<file path="src/hdl/smed_consts.svh">
// Constants, register map and field positions for the receive message end detector
`ifndef SMED_CONSTS_SVH
`define SMED_CONSTS_SVH

// Register byte addresses
`define SMED_A_CTRL     12'h000
`define SMED_A_MSGTO    12'h004
`define SMED_A_RSPTO    12'h008
`define SMED_A_GAP      12'h00C
`define SMED_A_MAXLEN   12'h010
`define SMED_A_LENCFG   12'h014
`define SMED_A_ENDCHR   12'h018
`define SMED_A_SEQVAL   12'h01C
`define SMED_A_SEQCHK   12'h020
`define SMED_A_BAUD     12'h024
`define SMED_A_STAT     12'h028
`define SMED_A_MASK     12'h02C
`define SMED_A_CAUSE    12'h030
`define SMED_A_COUNT    12'h034

// Control bits
`define SMED_C_MSGTO    0
`define SMED_C_RSPTO    1
`define SMED_C_GAP      2
`define SMED_C_MAXLEN   3
`define SMED_C_LENMSG   4
`define SMED_C_ENDCHR   5
`define SMED_C_SEQ      6
`define SMED_C_LITTLE   7

// Status bits
`define SMED_S_END      0
`define SMED_S_RSPTO    1

// Reset values
`define SMED_RST_CTRL   8'h00
`define SMED_RST_TO     16'h00C8
`define SMED_RST_GAP    16'h000C
`define SMED_RST_MAXLEN 11'h000
`define SMED_RST_BAUD   16'h01B2
`define SMED_MAXLEN_LIM 11'h400

// Timing: 1 ms at the clock rate
`define SMED_CLK_HZ     50000000
`define SMED_MS_PER_S   1000
`define SMED_MS_CYC     (`SMED_CLK_HZ / `SMED_MS_PER_S)
`define SMED_GAP_CAP_S  8
`define SMED_SEQ_N      5

`endif

</file>
<file path="src/hdl/smed_pkg.sv">
// Types shared by the receive message end detector
package smed_pkg;
  typedef enum logic [2:0] {
    SMED_CAUSE_NONE   = 3'b000,
    SMED_CAUSE_MSGTO  = 3'b001,
    SMED_CAUSE_GAP    = 3'b010,
    SMED_CAUSE_MAXLEN = 3'b011,
    SMED_CAUSE_LENMSG = 3'b100,
    SMED_CAUSE_ENDCHR = 3'b101,
    SMED_CAUSE_SEQ    = 3'b110,
    SMED_CAUSE_RSPTO  = 3'b111
  } smed_cause_t;

  typedef enum logic [1:0] {
    SMED_ST_IDLE = 2'b00,
    SMED_ST_WAIT = 2'b01,
    SMED_ST_RECV = 2'b10
  } smed_state_t;

  typedef struct packed {
    logic       valid;
    logic [7:0] data;
  } smed_char_t;

  typedef struct packed {
    logic        done;
    smed_cause_t cause;
    logic [10:0] count;
  } smed_end_t;
endpackage : smed_pkg

</file>
<file path="src/hdl/smed_seq_match.sv">
// Masked end-sequence matcher over the last five received characters
`timescale 1ns/1ps
`default_nettype none
`include "smed_consts.svh"

module smed_seq_match #(
  parameter int N = `SMED_SEQ_N
) (
  // Clock and reset
  input  wire logic               pclk,
  input  wire logic               presetn,
  // Character stream
  input  wire smed_pkg::smed_char_t rx,
  input  wire logic               clear,
  // Pattern
  input  wire logic [8*N-1:0]     pat_val,
  input  wire logic [N-1:0]       pat_chk,
  // Result
  output logic                    hit
);
  import smed_pkg::*;

  logic [8*N-1:0] hist_r;
  logic [8*N-1:0] hist_nxt;
  logic [3:0]     fill_r;
  logic [3:0]     fill_nxt;

  // Slot 0 is the oldest pattern position; history slot N-1 is the newest char
  always_comb
  begin
    hist_nxt = hist_r;
    fill_nxt = fill_r;
    if (clear)
    begin
      fill_nxt = 4'h0;
    end
    else if (rx.valid)
    begin
      hist_nxt = {rx.data, hist_r[8*N-1:8]};
      if (fill_r < 4'(N))
        fill_nxt = fill_r + 4'h1;
    end
  end

  always_ff @(posedge pclk or negedge presetn)
  begin
    if (!presetn)
    begin
      hist_r <= '0;
      fill_r <= 4'h0;
    end
    else
    begin
      hist_r <= hist_nxt;
      fill_r <= fill_nxt;
    end
  end

  // Leading ignored positions are dropped by requiring only chars from the
  // first checked slot on; trailing ignored slots still need a character
  always_comb
  begin
    logic ok;
    int   first;
    ok    = 1'b0;
    first = N;
    for (int i = N - 1; i >= 0; i--)
      if (pat_chk[i])
        first = i;
    if (first < N && fill_r >= 4'(N - first))
    begin
      ok = 1'b1;
      for (int i = 0; i < N; i++)
        if (pat_chk[i] && hist_r[8*i +: 8] != pat_val[8*i +: 8])
          ok = 1'b0;
    end
    hit = ok;
  end
endmodule : smed_seq_match
`default_nettype wire

</file>
<file path="src/hdl/smed_end_detect.sv">
// Receive message end detector with APB registers and interrupt
`timescale 1ns/1ps
`default_nettype none
`include "smed_consts.svh"

module smed_end_detect #(
  parameter int MS_CYC = `SMED_MS_CYC
) (
  // APB slave
  input  wire logic        pclk,
  input  wire logic        presetn,
  input  wire logic        psel,
  input  wire logic        penable,
  input  wire logic        pwrite,
  input  wire logic [11:0] paddr,
  input  wire logic [31:0] pwdata,
  output logic             pready,
  output logic             pslverr,
  output logic [31:0]      prdata,
  // Receiver side
  input  wire smed_pkg::smed_char_t rx,
  input  wire logic        msg_start,
  input  wire logic        tx_done,
  // Results
  output smed_pkg::smed_end_t msg_end,
  output logic             irq
);
  import smed_pkg::*;

  // Registers
  logic [7:0]  ctrl_r;
  logic [15:0] msgto_r;
  logic [15:0] rspto_r;
  logic [15:0] gap_r;
  logic [10:0] maxlen_r;
  logic [15:0] lenpos_r;
  logic [2:0]  lensz_r;
  logic [7:0]  lenm_r;
  logic [7:0]  endchr_r;
  logic [39:0] seqval_r;
  logic [4:0]  seqchk_r;
  logic [15:0] baud_r;
  logic [1:0]  stat_r;
  logic [1:0]  mask_r;

  // Receive state
  smed_state_t st_r, st_nxt;
  logic [10:0] cnt_r, cnt_nxt;
  logic [31:0] len_r, len_nxt;
  logic [15:0] ms_r, ms_nxt;
  logic [31:0] msdiv_r, msdiv_nxt;
  logic [15:0] bdiv_r, bdiv_nxt;
  logic [15:0] bits_r, bits_nxt;
  logic [31:0] gcap_r, gcap_nxt;
  smed_end_t   end_r, end_nxt;

  logic        seq_hit;
  smed_char_t  rx_in;
  logic        apb_wr;
  logic        apb_rd_ok;
  logic [31:0] rd_data;

  function automatic logic [31:0] len_total(input logic [31:0] len, input logic [15:0] pos,
                                            input logic [2:0] sz, input logic [7:0] m);
    len_total = len + 32'(pos) + 32'(sz) - 32'h0000_0001 + 32'(m);
  endfunction : len_total

  smed_seq_match #(
    .N (`SMED_SEQ_N)
  ) u_seq (
    .pclk    (pclk),
    .presetn (presetn),
    .rx      (rx_in),
    .clear   (end_nxt.done),
    .pat_val (seqval_r),
    .pat_chk (seqchk_r),
    .hit     (seq_hit)
  );
  // Chars outside a message stay out of the history, or a stale byte could complete a pattern
  assign rx_in = {rx.valid && st_r == SMED_ST_RECV, rx.data};

  // APB: zero wait states, unmapped addresses error
  assign pready = 1'b1;
  assign apb_wr = psel && penable && pwrite;

  always_comb
  begin
    apb_rd_ok = 1'b1;
    rd_data   = 32'h0000_0000;
    case (paddr)
      `SMED_A_CTRL:   rd_data = 32'(ctrl_r);
      `SMED_A_MSGTO:  rd_data = 32'(msgto_r);
      `SMED_A_RSPTO:  rd_data = 32'(rspto_r);
      `SMED_A_GAP:    rd_data = 32'(gap_r);
      `SMED_A_MAXLEN: rd_data = 32'(maxlen_r);
      `SMED_A_LENCFG: rd_data = {lenm_r, 5'h00, lensz_r, lenpos_r};
      `SMED_A_ENDCHR: rd_data = 32'(endchr_r);
      `SMED_A_SEQVAL: rd_data = seqval_r[31:0];
      `SMED_A_SEQCHK: rd_data = {19'h0_0000, seqchk_r, seqval_r[39:32]};
      `SMED_A_BAUD:   rd_data = 32'(baud_r);
      `SMED_A_STAT:   rd_data = 32'(stat_r);
      `SMED_A_MASK:   rd_data = 32'(mask_r);
      `SMED_A_CAUSE:  rd_data = 32'(end_r.cause);
      `SMED_A_COUNT:  rd_data = 32'(end_r.count);
      default:        apb_rd_ok = 1'b0;
    endcase
  end

  assign pslverr = psel && penable && !apb_rd_ok;

  always_ff @(posedge pclk or negedge presetn)
  begin
    if (!presetn)
      prdata <= 32'h0000_0000;
    else if (psel && !penable && !pwrite)
      prdata <= rd_data;
  end

  always_ff @(posedge pclk or negedge presetn)
  begin
    if (!presetn)
    begin
      ctrl_r   <= `SMED_RST_CTRL;
      msgto_r  <= `SMED_RST_TO;
      rspto_r  <= `SMED_RST_TO;
      gap_r    <= `SMED_RST_GAP;
      maxlen_r <= `SMED_RST_MAXLEN;
      lenpos_r <= 16'h0001;
      lensz_r  <= 3'h1;
      lenm_r   <= 8'h00;
      endchr_r <= 8'h00;
      seqval_r <= '0;
      seqchk_r <= 5'h00;
      baud_r   <= `SMED_RST_BAUD;
      mask_r   <= 2'h0;
    end
    else if (apb_wr)
    begin
      case (paddr)
        `SMED_A_CTRL:   ctrl_r <= pwdata[7:0];
        `SMED_A_MSGTO:  msgto_r <= pwdata[15:0];
        `SMED_A_RSPTO:  rspto_r <= pwdata[15:0];
        `SMED_A_GAP:    gap_r <= pwdata[15:0];
        `SMED_A_MAXLEN: maxlen_r <= (pwdata[10:0] > `SMED_MAXLEN_LIM) ? `SMED_MAXLEN_LIM : pwdata[10:0];
        `SMED_A_LENCFG:
        begin
          lenpos_r <= pwdata[15:0];
          lensz_r  <= (pwdata[18:16] == 3'h2 || pwdata[18:16] == 3'h4) ? pwdata[18:16] : 3'h1;
          lenm_r   <= pwdata[31:24];
        end
        `SMED_A_ENDCHR: endchr_r <= pwdata[7:0];
        `SMED_A_SEQVAL: seqval_r[31:0] <= pwdata;
        `SMED_A_SEQCHK:
        begin
          seqval_r[39:32] <= pwdata[7:0];
          seqchk_r        <= pwdata[12:8];
        end
        `SMED_A_BAUD:   baud_r <= (pwdata[15:0] == 16'h0000) ? 16'h0001 : pwdata[15:0];
        `SMED_A_MASK:   mask_r <= pwdata[1:0];
        default:        ;
      endcase
    end
  end

  // Sticky status; a new event wins over a write-one clear
  always_ff @(posedge pclk or negedge presetn)
  begin
    if (!presetn)
      stat_r <= 2'h0;
    else
    begin
      for (int i = 0; i < 2; i++)
      begin
        if (end_nxt.done && (i == `SMED_S_END || end_nxt.cause == SMED_CAUSE_RSPTO))
          stat_r[i] <= 1'b1;
        else if (apb_wr && paddr == `SMED_A_STAT && pwdata[i])
          stat_r[i] <= 1'b0;
      end
    end
  end

  assign irq = |(stat_r & mask_r);

  // Receive side
  always_comb
  begin
    logic        ch;
    logic        ms_tick;
    logic        bit_tick;
    logic [10:0] cnt1;
    logic [31:0] tot;
    ch        = rx.valid && st_r == SMED_ST_RECV;
    st_nxt    = st_r;
    cnt_nxt   = cnt_r;
    len_nxt   = len_r;
    end_nxt   = end_r;
    end_nxt.done = 1'b0;
    cnt1      = cnt_r + 11'h001;
    tot       = len_total(len_r, lenpos_r, lensz_r, lenm_r);
    // Millisecond base
    ms_tick   = (msdiv_r == 32'(MS_CYC - 1));
    msdiv_nxt = ms_tick ? 32'h0000_0000 : msdiv_r + 32'h0000_0001;
    ms_nxt    = ms_r;
    if (ms_tick && ms_r != 16'hFFFF)
      ms_nxt = ms_r + 16'h0001;
    // Bit time base follows the baud divisor
    bit_tick  = (bdiv_r >= baud_r - 16'h0001);
    bdiv_nxt  = bit_tick ? 16'h0000 : bdiv_r + 16'h0001;
    bits_nxt  = bits_r;
    if (bit_tick && bits_r != 16'hFFFF)
      bits_nxt = bits_r + 16'h0001;
    gcap_nxt  = (gcap_r == 32'hFFFF_FFFF) ? gcap_r : gcap_r + 32'h0000_0001;

    case (st_r)
      SMED_ST_IDLE:
      begin
        if (msg_start)
        begin
          st_nxt = SMED_ST_RECV;
          ms_nxt = 16'h0000;
          msdiv_nxt = 32'h0000_0000;
        end
        else if (tx_done && ctrl_r[`SMED_C_RSPTO])
        begin
          st_nxt = SMED_ST_WAIT;
          ms_nxt = 16'h0000;
          msdiv_nxt = 32'h0000_0000;
        end
      end
      SMED_ST_WAIT:
      begin
        if (msg_start)
        begin
          st_nxt = SMED_ST_RECV;
          ms_nxt = 16'h0000;
          msdiv_nxt = 32'h0000_0000;
        end
        else if (ms_r >= rspto_r)
        begin
          end_nxt.done  = 1'b1;
          end_nxt.cause = SMED_CAUSE_RSPTO;
          end_nxt.count = 11'h000;
        end
      end
      SMED_ST_RECV:
      begin
        if (ch)
        begin
          cnt_nxt  = cnt1;
          bits_nxt = 16'h0000;
          bdiv_nxt = 16'h0000;
          gcap_nxt = 32'h0000_0000;
          // Length field capture, big-endian unless configured little
          if (cnt1 >= 11'(lenpos_r) && cnt1 < 11'(lenpos_r) + 11'(lensz_r))
          begin
            if (ctrl_r[`SMED_C_LITTLE])
              len_nxt = len_r | (32'(rx.data) << (8 * (cnt1 - 11'(lenpos_r))));
            else
              len_nxt = {len_r[23:0], rx.data};
          end
        end
        // Priority only picks the reported cause; all are evaluated together
        if (ctrl_r[`SMED_C_MSGTO] && ms_r >= msgto_r)
        begin
          end_nxt.done  = 1'b1;
          end_nxt.cause = SMED_CAUSE_MSGTO;
        end
        else if (ctrl_r[`SMED_C_GAP] && cnt_r != 11'h000 &&
                 (bits_r > gap_r || gcap_r >= 32'(`SMED_CLK_HZ) * `SMED_GAP_CAP_S))
        begin
          end_nxt.done  = 1'b1;
          end_nxt.cause = SMED_CAUSE_GAP;
        end
        else if (ch && ctrl_r[`SMED_C_MAXLEN] && cnt1 >= maxlen_r)
        begin
          end_nxt.done  = 1'b1;
          end_nxt.cause = SMED_CAUSE_MAXLEN;
        end
        else if (ch && ctrl_r[`SMED_C_LENMSG] && cnt_r >= 11'(lenpos_r) + 11'(lensz_r) - 11'h001 &&
                 32'(cnt1) >= tot)
        begin
          end_nxt.done  = 1'b1;
          end_nxt.cause = SMED_CAUSE_LENMSG;
        end
        else if (ch && ctrl_r[`SMED_C_ENDCHR] && rx.data == endchr_r)
        begin
          end_nxt.done  = 1'b1;
          end_nxt.cause = SMED_CAUSE_ENDCHR;
        end
        else if (ctrl_r[`SMED_C_SEQ] && seq_hit && cnt_r != 11'h000)
        begin
          end_nxt.done  = 1'b1;
          end_nxt.cause = SMED_CAUSE_SEQ;
        end
        if (end_nxt.done)
          end_nxt.count = cnt_nxt;
      end
      default: st_nxt = SMED_ST_IDLE;
    endcase

    if (end_nxt.done)
    begin
      st_nxt  = SMED_ST_IDLE;
      cnt_nxt = 11'h000;
      len_nxt = 32'h0000_0000;
    end
  end

  always_ff @(posedge pclk or negedge presetn)
  begin
    if (!presetn)
    begin
      st_r    <= SMED_ST_IDLE;
      cnt_r   <= 11'h000;
      len_r   <= 32'h0000_0000;
      ms_r    <= 16'h0000;
      msdiv_r <= 32'h0000_0000;
      bdiv_r  <= 16'h0000;
      bits_r  <= 16'h0000;
      gcap_r  <= 32'h0000_0000;
      end_r   <= '0;
    end
    else
    begin
      st_r    <= st_nxt;
      cnt_r   <= cnt_nxt;
      len_r   <= len_nxt;
      ms_r    <= ms_nxt;
      msdiv_r <= msdiv_nxt;
      bdiv_r  <= bdiv_nxt;
      bits_r  <= bits_nxt;
      gcap_r  <= gcap_nxt;
      end_r   <= end_nxt;
    end
  end

  assign msg_end = end_r;
endmodule : smed_end_detect
`default_nettype wire

</file>
<file path="config.mk">
export PLATFORM = sky130hd
export DESIGN_NAME = smed_end_detect
export DESIGN_NICKNAME = d
export VERILOG_FILES = /design/src/hdl/smed_pkg.sv /design/src/hdl/smed_seq_match.sv /design/src/hdl/smed_end_detect.sv
export VERILOG_INCLUDE_DIRS = /design/src /design/src/hdl
export SDC_FILE = /design/constraint.sdc
export NUM_CORES = 1
export LEC_CHECK = 0
export BUFFER_PORTS_ARGS = -buffer_cell sky130_fd_sc_hd__buf_2
export CORE_ASPECT_RATIO = 0.9
export CORE_UTILIZATION = 40
export DETAILED_ROUTE_END_ITERATION = 7
export PLACE_DENSITY = 0.55
export SYNTH_ARGS = -nofsm -noshare
export SYNTH_HDL_FRONTEND = slang
export SYNTH_HIERARCHICAL = 1
export SYNTH_SLANG_ARGS = --single-unit
</file>
<file path="constraint.sdc">
create_clock -name pclk -period 7.3 [get_ports pclk]
set_clock_uncertainty 0.15 [all_clocks]
set_input_delay 0.73 -clock pclk [delete_from_list [all_inputs] [get_ports pclk]]
set_output_delay 0.73 -clock pclk [all_outputs]
set_load 0.005 [all_outputs]
</file>
======== After elaboration in Yosys (flattened, before gate mapping) ========
Index checks and enable logic that the tools add are counted.
W data, S select, Z words.
word-level totals
  RAM bits ................................ 0
  bits in latches ......................... 0
  logic and storage cells ................. 230
  output and inout port bits .............. 50
  bits in read-only memories .............. 0
  bits in registers ....................... 415
  input bits .............................. 60
  memories ................................ 0
cells by class
  $mul .................................... 0
  bitwise logic cells ..................... 3
  reduce and logical (&&, ||, !) cells .... 66
  shift operators ......................... 1
  equal/unequal tests ..................... 34
  $add $sub $neg .......................... 16
  magnitude comparators ................... 14
  divide/modulo/power cells ............... 0
  muxes and demuxes ....................... 66
operator list
  kind                     count
  $pmux W32 S14            1
  $mux W32                 12
  $mux W16                 11
  $eq A12 B6 Y1 const B    6
  $add A32 B1 Y32 const B  2
  $pmux W32 S2             1
  $mux W11                 5
  $add A16 B1 Y16 const B  3
  $eq A12 B5 Y1 const B    4
  $ge A16 B16 Y1           3
  $mux W4                  10
  $ne A8 B8 Y1             5
  $ge A11 B11 Y1           3
  $add A32 B16 Y32         1
  $add A32 B3 Y32          1
  $add A32 B8 Y32          1
  $eq A32 B16 Y1 const B   1
  $eq A32 B32 Y1 const B   1
  $ge A11 B32 Y1           1
  $ge A32 B29 Y1 const B   1
  $logic_and A1 B1 Y1      32
  $ne A16 B16 Y1 const B   2
  $or A32 B32 Y32          1
  $pmux W16 S2             1
  46 further kinds         91

======== Longest topological paths before layout ========
Gate-level depths: netlist of run 1.
  word-level depth ........................ 23
  depth in mapped cells ................... 31
  gate-level depth less buffers ........... 29

======== By module ========
Netlist of run 1, hierarchy kept.
by module, submodules not included
  module           times used  cells an instance  sequential area each (µm²)  area each (µm²)
  smed_end_detect  1           2629               9302.7                      24056.8
  smed_seq_match   1           181                1101.1                      2337.2

======== Worst setup path after synthesis of run 1 ========
Ideal clock, no wire load.
  path kind ............................... reg-to-reg
  start ................................... register lenpos_r[1]
  end ..................................... register u_seq.hist_r[33]
  clock period less this slack ............ 6.546 ns
  data required time ...................... 7.023 ns
  path slack .............................. 0.754 ns
  arrival ................................. 6.268 ns
  buffers on the path ..................... 2
  setup time .............................. 0.127 ns
  cell stages (with the launch flop) ...... 29
  cells stage by stage .................... dfrtp_1 > inv_1 > ha_1 > fa_1 > inv_1 > fa_1 > ha_1 > fa_1 > a21o_1 > a221o_2 > a21o_1 > a21oi_1 > xor2_1 > ha_1 > o21ai_0 > o21bai_1 > o221a_2 > o21ai_0 > or4_1 > nor4_1 > nand4_1 > nor4b_4 > nor2_2 > o21a_1 > inv_4 > buf_6 > nor2b_4 > buf_6 > mux2_1
RTL lines
  what                      RTL line                RTL
  start: declaration        smed_end_detect.sv:36   logic [15:0] lenpos_r;
  start signal: assignment  smed_end_detect.sv:147  lenpos_r <= pwdata[15:0];
  end signal: assignment    smed_seq_match.sv:54    hist_r <= hist_nxt;
  end: declaration          smed_seq_match.sv:23    logic [8*N-1:0] hist_r;

======== Worst setup path in the final report of run 1 ========
  start ................................... register lenpos_r[0]
  end ..................................... register u_seq.hist_r[33]
between the ends
  cells in the longest elaborated chain, start to end .. 14
  elaborated cells between the ends (all ways) .. 18
RTL lines
  what                           RTL line                RTL
  $add A32 B16 Y32               smed_end_detect.sv:65   len_total = len + 32'(pos) + 32'(sz) - 32'h0000_0001 + 32'(m);
  $add A32 B3 Y32                smed_end_detect.sv:65
  $sub A32 B1 Y32                smed_end_detect.sv:65
  $add A32 B8 Y32                smed_end_detect.sv:65
  $ge A11 B32 Y1                 smed_end_detect.sv:280  32'(cnt1) >= tot)
  $logic_and A1 B1 Y1 *          smed_end_detect.sv:279  else if (ch && ctrl_r[`SMED_C_LENMSG] && cnt_r >= 11'(lenpos_r) + 11'(lensz_r) - 11'h001 &&
  $mux W4 *                      smed_end_detect.sv:279
  $mux W4 *                      smed_end_detect.sv:274  else if (ch && ctrl_r[`SMED_C_MAXLEN] && cnt1 >= maxlen_r)
  $mux W4 *                      smed_end_detect.sv:268  else if (ctrl_r[`SMED_C_GAP] && cnt_r != 11'h000 &&
  $mux W4 *                      smed_end_detect.sv:263  if (ctrl_r[`SMED_C_MSGTO] && ms_r >= msgto_r)
  $mux W4 *                      smed_end_detect.sv:214  case (st_r)
  $pmux W15 S2 *                 smed_end_detect.sv:214
  $not A1 Y1 (no line) *         -
  $reduce_and A2 Y1 (no line) *  -
Mark *: on every way between the ends. The rest lies on a longest branch, timed or not. The select of a mux whose other input is x is not followed.
A chain may end at the register's enable or synchronous reset.

==> results.md, run 1 <==
* Die height at 246 um
* Vias/cell at 5.77
* Netlist Area Pre-Place at 26,400 um2
* Non-filler instance count after layout at 3,787
* Power consumption at 6.79 mW
* CP startpoint kind: flip-flop
* Critical path type: reg -> reg
* # nets final at 3,211
* Latest clock arrival within the worst-skew pair at 630 ps
* Slowest Stage Delay on Critical Path at 560 ps
* Final hold viol count at 0
* Crit-path leading delay family: adder cells
* Seq cells post-synth at 415
* Ys async rst share at 1.00
* Post-cts hold buffer count at 0
* Slew Viols, Final at 0
* Unique masters post-synth at 91
* Crit Path Max Fanout at 12
* Status: finished clean
* Final Setup Violations at 0
* Post-synthesis sequential area ratio at 0.394
* Primary FF master, synth: dfrtp_1
* Syn Nets at 3,124
* Critical R2R Capture: u_seq/hist_r[33]$_DFFE_PN0P_
* Port buffer count at 108
* Critical path's slowest cell: dfstp_2
* Final GP Congestion at 0.951
* Max Freq at 145 MHz
* H-tree depth at 2
* Initial Util at 0.408
* Post-route DRC violation count at 0
* Worst reg2reg path startpoint: lenpos_r[0]$_DFFE_PN1P_
* Layout area overhead at 12.2%
* FF-to-FF path depth at 28
* Top cell type's share of synthesized area at 0.379
* Total grt overflow at 0
* Number of diodes at 0
* Largest net degree at the start of global routing at 168
* Fillers at 6,165
* Vias in the first global route at 21,300
* Final WL at 86.3 mm
* Post-Place Cells at 3,688
* Power Density at 229 nW/um2
* CP bufs+invs at 5
* DRT antenna net count at 0
* CP arrival at 7220 ps
* CTS tree: yes
* FF-to-FF setup slack at 400 ps
* Crit path required time at 7620 ps
* Core area at 64,600 um2
* Die area at 67,000 um2
* Setup_tns at 0 ps
* Syn Area/Cell at 9.39 um2
* Yosys warns at 6
* Clock sinks at 415
* Period utilization at 0.945
* Longest Clk Path Bufs at 3
* Total track usage at 0.259
* Final core utilization at 0.458
* Post-synth EDFFs at 0
* CTS Root Cell: clkbuf_16
* Rel. slew slack at 0.173
* Cell taking the most area after synthesis: dfrtp_1
* Measured slew at the worst slew-check pin at 1230 ps
* Setup crit start: lenpos_r[0]$_DFFE_PN1P_
* Antenna violations before repair at 3
* Share of cells above drive strength 1 at 0.143
* TritonCTS buffer count at 48
* Placed wire-length estimate at 64.5 mm
* Area contributors post-synth: dfrtp_1 38%, ha_1 11%, mux2_2 5.1%, o21ai_0 3.6%, nand2_1 3.5%
* Max cap viols at 0
* 1st-iter DRT viols at 1,942
* Syn Inst Count at 2,810
* RSZ-0062 raised after global routing: false
* Leak pwr at 14.0 nW
* Row cnt at 88
* Worst min path class: in -> async
* Tmin final at 6900 ps
* Die Width at 273 um
* Worst-path clk slew at 60 ps
* DRT Pass-1 Iters at 6
* VDD IR max at 141 uV
* Total number of vias at 21,900
* First-pass GRT wire length at 132 mm
* Crit. End Element: flip-flop
* Num ports at 110
* Avg WL per Cell at 22.8 um
==> sequential cells by signal, summed over array words and instances (netlist names), 5 cells and up <==
name,count
msg_end,15
gap_r,16
len_r,32
gcap_r,32
baud_r,16
msdiv_r,32
maxlen_r,11
rspto_r,16
lenpos_r,16
u_seq/hist_r,40
bdiv_r,16
seqval_r,40
msgto_r,16
ctrl_r,8
ms_r,16
prdata,32
seqchk_r,5
lenm_r,8
bits_r,16
cnt_r,11
endchr_r,8
==> worst max path at each step <==
stage                                        end  slack (ps)  cells past startpoint
floorplan           u_seq/hist_r[33]$_DFFE_PN0P_         750                     28
global placement    u_seq/hist_r[20]$_DFFE_PN0P_         170                     25
detailed placement  u_seq/hist_r[18]$_DFFE_PN0P_          40                     25
CTS                 u_seq/hist_r[11]$_DFFE_PN0P_          10                     25
global route        u_seq/hist_r[33]$_DFFE_PN0P_          30                     31
finish              u_seq/hist_r[33]$_DFFE_PN0P_         400                     28
==> cell usage after synthesis, drive strengths merged, types with 10 or more instances <==
cell	number
fa	12
nor2	226
dfstp	15
o211ai	10
nand2b	25
nor4	24
dfrtp	400
o21a	22
xnor2	100
a21oi	132
xor2	94
or3	37
a21o	38
a22oi	24
o21ai	197
nor3	93
inv	202
or4	12
and3	33
nand3	78
mux2i	11
nor2b	13
ha	242
a31oi	20
clkbuf	99
nand2	250
mux2	133
buf	20
o31ai	18
a22o	16
nand4	57
a221oi	38
==> cells in the final DEF, fill, tap and decap left out, types with 12 or more instances in the layout <==
cell | synthesis | routed
dfrtp_1 | 400 | 400
nand2_1 | 249 | 249
ha_1 | 242 | 241
nor2_1 | 225 | 222
inv_1 | 200 | 200
o21ai_0 | 191 | 190
a21oi_1 | 132 | 132
mux2_2 | 120 | 120
buf_2 | 7 | 107
xnor2_1 | 100 | 100
xor2_1 | 94 | 94
nor3_1 | 93 | 87
nand3_1 | 78 | 78
nand4_1 | 56 | 56
clkbuf_16 | 0 | 48
a21o_1 | 38 | 38
buf_4 | 1 | 38
or3_1 | 37 | 37
a221oi_1 | 36 | 36
and3_1 | 33 | 33
nand2b_1 | 25 | 25
a22oi_1 | 24 | 24
o21a_1 | 22 | 22
nor4_1 | 22 | 21
a31oi_1 | 20 | 20
o31ai_1 | 18 | 18
a22o_1 | 16 | 16
dfstp_2 | 15 | 15
clkinv_2 | 0 | 13
or4_1 | 12 | 12
==> per-layer routing <==
metal,vias up,global-route usage,routed length [um]
met5,-,0,13
met4,2,0.0686,2150
met3,106,0.0664,7370
met2,752,0.379,36700
met1,10900,0.375,40000
li1,10100,-,-
==> stage by stage <==
stage	instance area, um2	hold slack, ps	worst slack, ps
2_1_floorplan	26400	275	754
3_3_place_gp	27800	289	169
3_5_place_dp	27800	294	39.2
4_1_cts	29400	66.1	14.5
5_1_grt	29600	86.2	27.8
6_report	29600	29.7	400
==> cell type report <==
class / count / area, um2 / area share
Inverter: 202 / 785 / 0.0265
Multi-Input combinational cell: 2077 / 14800 / 0.500
Tap cell: 855 / 1070 / 0.0361
Timing Repair Buffer: 153 / 967 / 0.0327
Sequential cell: 415 / 10400 / 0.351
Clock buffer: 61 / 1300 / 0.0439
Clock inverter: 24 / 285 / 0.00963
==> report_power, final <==
group	internal, mW	switching [mW]	leakage, nW
registers	2.52	0.281	5.27
clock network	1.44	1.03	0.788
logic	0.654	0.871	7.91
total	4.61	2.18	14.0
==> cells by family (layout without fill, tap and decap cells) <==
group                      after synthesis  in the layout  share of synthesized area
and+or+nand+nor                        889            892                      0.163
AOI/OAI and AO/OA                      592            592                      0.144
DFF                                    415            415                      0.394
buffers and inverters                  321            440                     0.0488
adders and majority gates              254            254                      0.124
xor gates and xnor gates               194            194                     0.0644
muxes                                  144            144                     0.0623
other                                    1              1                   0.000142
==> repair_timing <==
action | 4_1_cts | 5_1_grt
pin swaps | 0 | 3
setup buffers | 0 | 11
resized for setup | 0 | 12
setup endpoints to repair | 38 | 77
gates cloned | 1 | 2
Note: power is estimated with default switching activity, not from simulation.
==> run 2, diff against run 1 <==
CTS_BUF_LIST = sky130_fd_sc_hd__clkbuf_16   (was not set)
SLEW_MARGIN = 20   (was not set)
==> results.md, run 2 (synthesized netlist as in run 1, its figures left out) <==
* Crit Path Max Fanout at 18 (+6)
* Total grt overflow at 0 (unchanged)
* Place WS at 7.38 ps (-31.8 ps)
* Longest Clk Path Bufs at 3 (unchanged)
* Post-cts hold buffer count at 0 (unchanged)
* Fillers at 6,204 (+0.63%)
* H-tree depth at 2 (unchanged)
* TritonCTS buffer count at 47 (-2.1%)
* Num ports at 110 (unchanged)
* Worst-path clk slew at 60 ps (about the same)
* Number of diodes at 0 (unchanged)
* # nets final at 3,201 (-0.31%)
* Final GP Congestion at 0.951 (unchanged)
* Final WL at 86.3 mm (about the same)
* Critical R2R Capture: u_seq/hist_r[35]$_DFFE_PN0P_
* Hold Worst Slack at 59.0 ps (+29.3 ps)
* Worst min path class: in -> async
* Latest clock arrival within the worst-skew pair at 600 ps (-30 ps)
* Status: finished clean
* Area post-placement at 27,800 um2 (about the same)
* DRT antenna net count at 0 (unchanged)
* Crit path required time at 7620 ps (about the same)
* Core area at 64,600 um2 (unchanged)
* Rel. slew slack at 0.330 (+0.156)
* Vias/cell at 5.79 (+0.29%)
* Die area at 67,000 um2 (unchanged)
* Regs by FF count: seqval_r (40), u_seq/hist_r (40)
* Area occupied by multi-input gates at 14,800 um2 (about the same)
* Share of cells above drive strength 1 at 0.138 (-0.00518)
* Layout area overhead at 11.2%
* FF-to-FF path depth at 27 (-3.6%)
* Largest net degree at the start of global routing at 168 (unchanged)
* CP arrival at 7170 ps (-50 ps)
* CP startpoint kind: flip-flop
* Slew Viols, Final at 0 (unchanged)
* Die height at 246 um (unchanged)
* Most common cell after layout, fill and taps aside: dfrtp_1
* CTS Root Cell: clkbuf_16
* Measured slew at the worst slew-check pin at 1000 ps (-228 ps)
* Crit. End Element: flip-flop
* Final Cell Area at 29,400 um2 (-0.87%)
* Power Density at 225 nW/um2 (-2.0%)
* Final hold viol count at 0 (unchanged)
* First-pass GRT wire length at 131 mm (-0.19%)
* Placed wire-length estimate at 64.5 mm (about the same)
* Final Setup Violations at 0 (unchanged)
* Total number of vias at 21,900 (+0.13%)
* Total track usage at 0.259 (about the same)
* Power consumption at 6.60 mW (-2.8%)
* VDD IR max at 164 uV (+16%)
* Die Width at 273 um (unchanged)
* Initial Util at 0.408 (unchanged)
* Final worst slack at 445 ps (+45.0 ps)
* Seq. cell area at 10,400 um2 (unchanged)
* Period utilization at 0.939 (-0.00616)
* CTS tree: yes
* Clock sinks at 415 (unchanged)
* Final core utilization at 0.454 (-0.00401)
* Max cap viols at 0 (unchanged)
* Leak pwr at 13.9 nW (-0.69%)
* DRT Pass-1 Iters at 7 (+1)
* Row cnt at 88 (unchanged)
* Tmin final at 6850 ps (-45.0 ps)
* Max Freq at 146 MHz (+0.66%)
* Avg WL per Cell at 22.8 um (+0.15%)
* Critical path type: reg -> reg
* Post-route DRC violation count at 0 (unchanged)
* Worst reg2reg path startpoint: lenpos_r[0]$_DFFE_PN1P_
* FF-to-FF setup slack at 450 ps (+40 ps)
* Most frequent cells in the layout: 400 x dfrtp_1, 249 x nand2_1, 242 x ha_1
* 1st-iter DRT viols at 1,986 (+2.3%)
* Antenna violations before repair at 2 (-1)
* Vias in the first global route at 21,300 (+0.066%)
* Port buffer count at 108 (unchanged)
## run 2: changes by cell type in the layout (fill, tap and decap cells not counted), moves of 3 or more
cell,previous run,this run
clkbuf_8,5,0
buf_12,6,2
clkinv_1,0,9
buf_4,38,33
clkbuf_1,8,0
inv_1,200,206
clkinv_2,13,16
bufinv_16,6,2
## run 2: timing repair
action / CTS / global route
pin swaps: 0 / 1
cloned: 1 / 2
endpoints found under the hold margin: 0 / 0
resized for setup: 0 / 6
setup buffers: 0 / 2
setup endpoints to repair: 38 / 77
## run 2: worst max path at each step
stage / startpoint / endpoint / slack (ps) / cells past startpoint
after floorplan: lenpos_r[1]$_DFFE_PN0P_ / u_seq/hist_r[33]$_DFFE_PN0P_ / 750 / 28
after global placement: lensz_r[1]$_DFFE_PN0P_ / u_seq/hist_r[20]$_DFFE_PN0P_ / 170 / 25
after detailed placement: lensz_r[1]$_DFFE_PN0P_ / u_seq/hist_r[23]$_DFFE_PN0P_ / 7 / 25
after CTS: lensz_r[1]$_DFFE_PN0P_ / u_seq/hist_r[17]$_DFFE_PN0P_ / 40 / 25
after global routing: lenpos_r[2]$_DFFE_PN0P_ / u_seq/hist_r[35]$_DFFE_PN0P_ / -3 / 30
final: lenpos_r[0]$_DFFE_PN1P_ / u_seq/hist_r[35]$_DFFE_PN0P_ / 450 / 27
## run 2: area by class of cell
cell class	instances	share of cell area
clock buffers	48	0.0409
clock inverters	40	0.00903
inverters	202	0.0260
multi-input cells	2077	0.504
flip-flops and latches	415	0.354
well taps	855	0.0364
repair buffers	144	0.0289
## run 2: metal layers
metal	routed length, um	vias to the layer above	track usage
li1	-	10100	-
met1	39700	10900	0.372
met2	36200	743	0.374
met3	7550	125	0.0665
met4	2850	0	0.0851
met5	0	-	0
## run 2: power breakdown
part           total (mW)  switching [mW]  internal, mW
registers            2.80           0.285          2.52
logic                1.50           0.871         0.628
clock network        2.30            1.03          1.27
## run 2: critical path, stage by stage (launching register included)
cell and delay, ps:
dfstp_2 570, inv_1 70, ha_1 200, fa_1 470, inv_1 50, fa_1 450, ha_1 260, fa_1 410
a21o_1 190, a221o_2 430, a21o_1 200, a21oi_1 160, xor2_1 110, ha_1 320, o21ai_0 90, o21bai_1 140
o221a_2 180, o21ai_0 60, or4_1 400, nor4_1 170, nand4_1 180, nor4b_4 230, buf_4 180, nor2_2 60
o21a_1 240, inv_6 240, nor2b_4 140, mux2_1 340
## run 2: per-stage QoR
step           TNS [ps]  instances
2_1_floorplan         0       2810
3_3_place_gp          0       3688
3_5_place_dp          0       3688
4_1_cts               0       3777
5_1_grt           -3.01       3781
6_report              0       3781
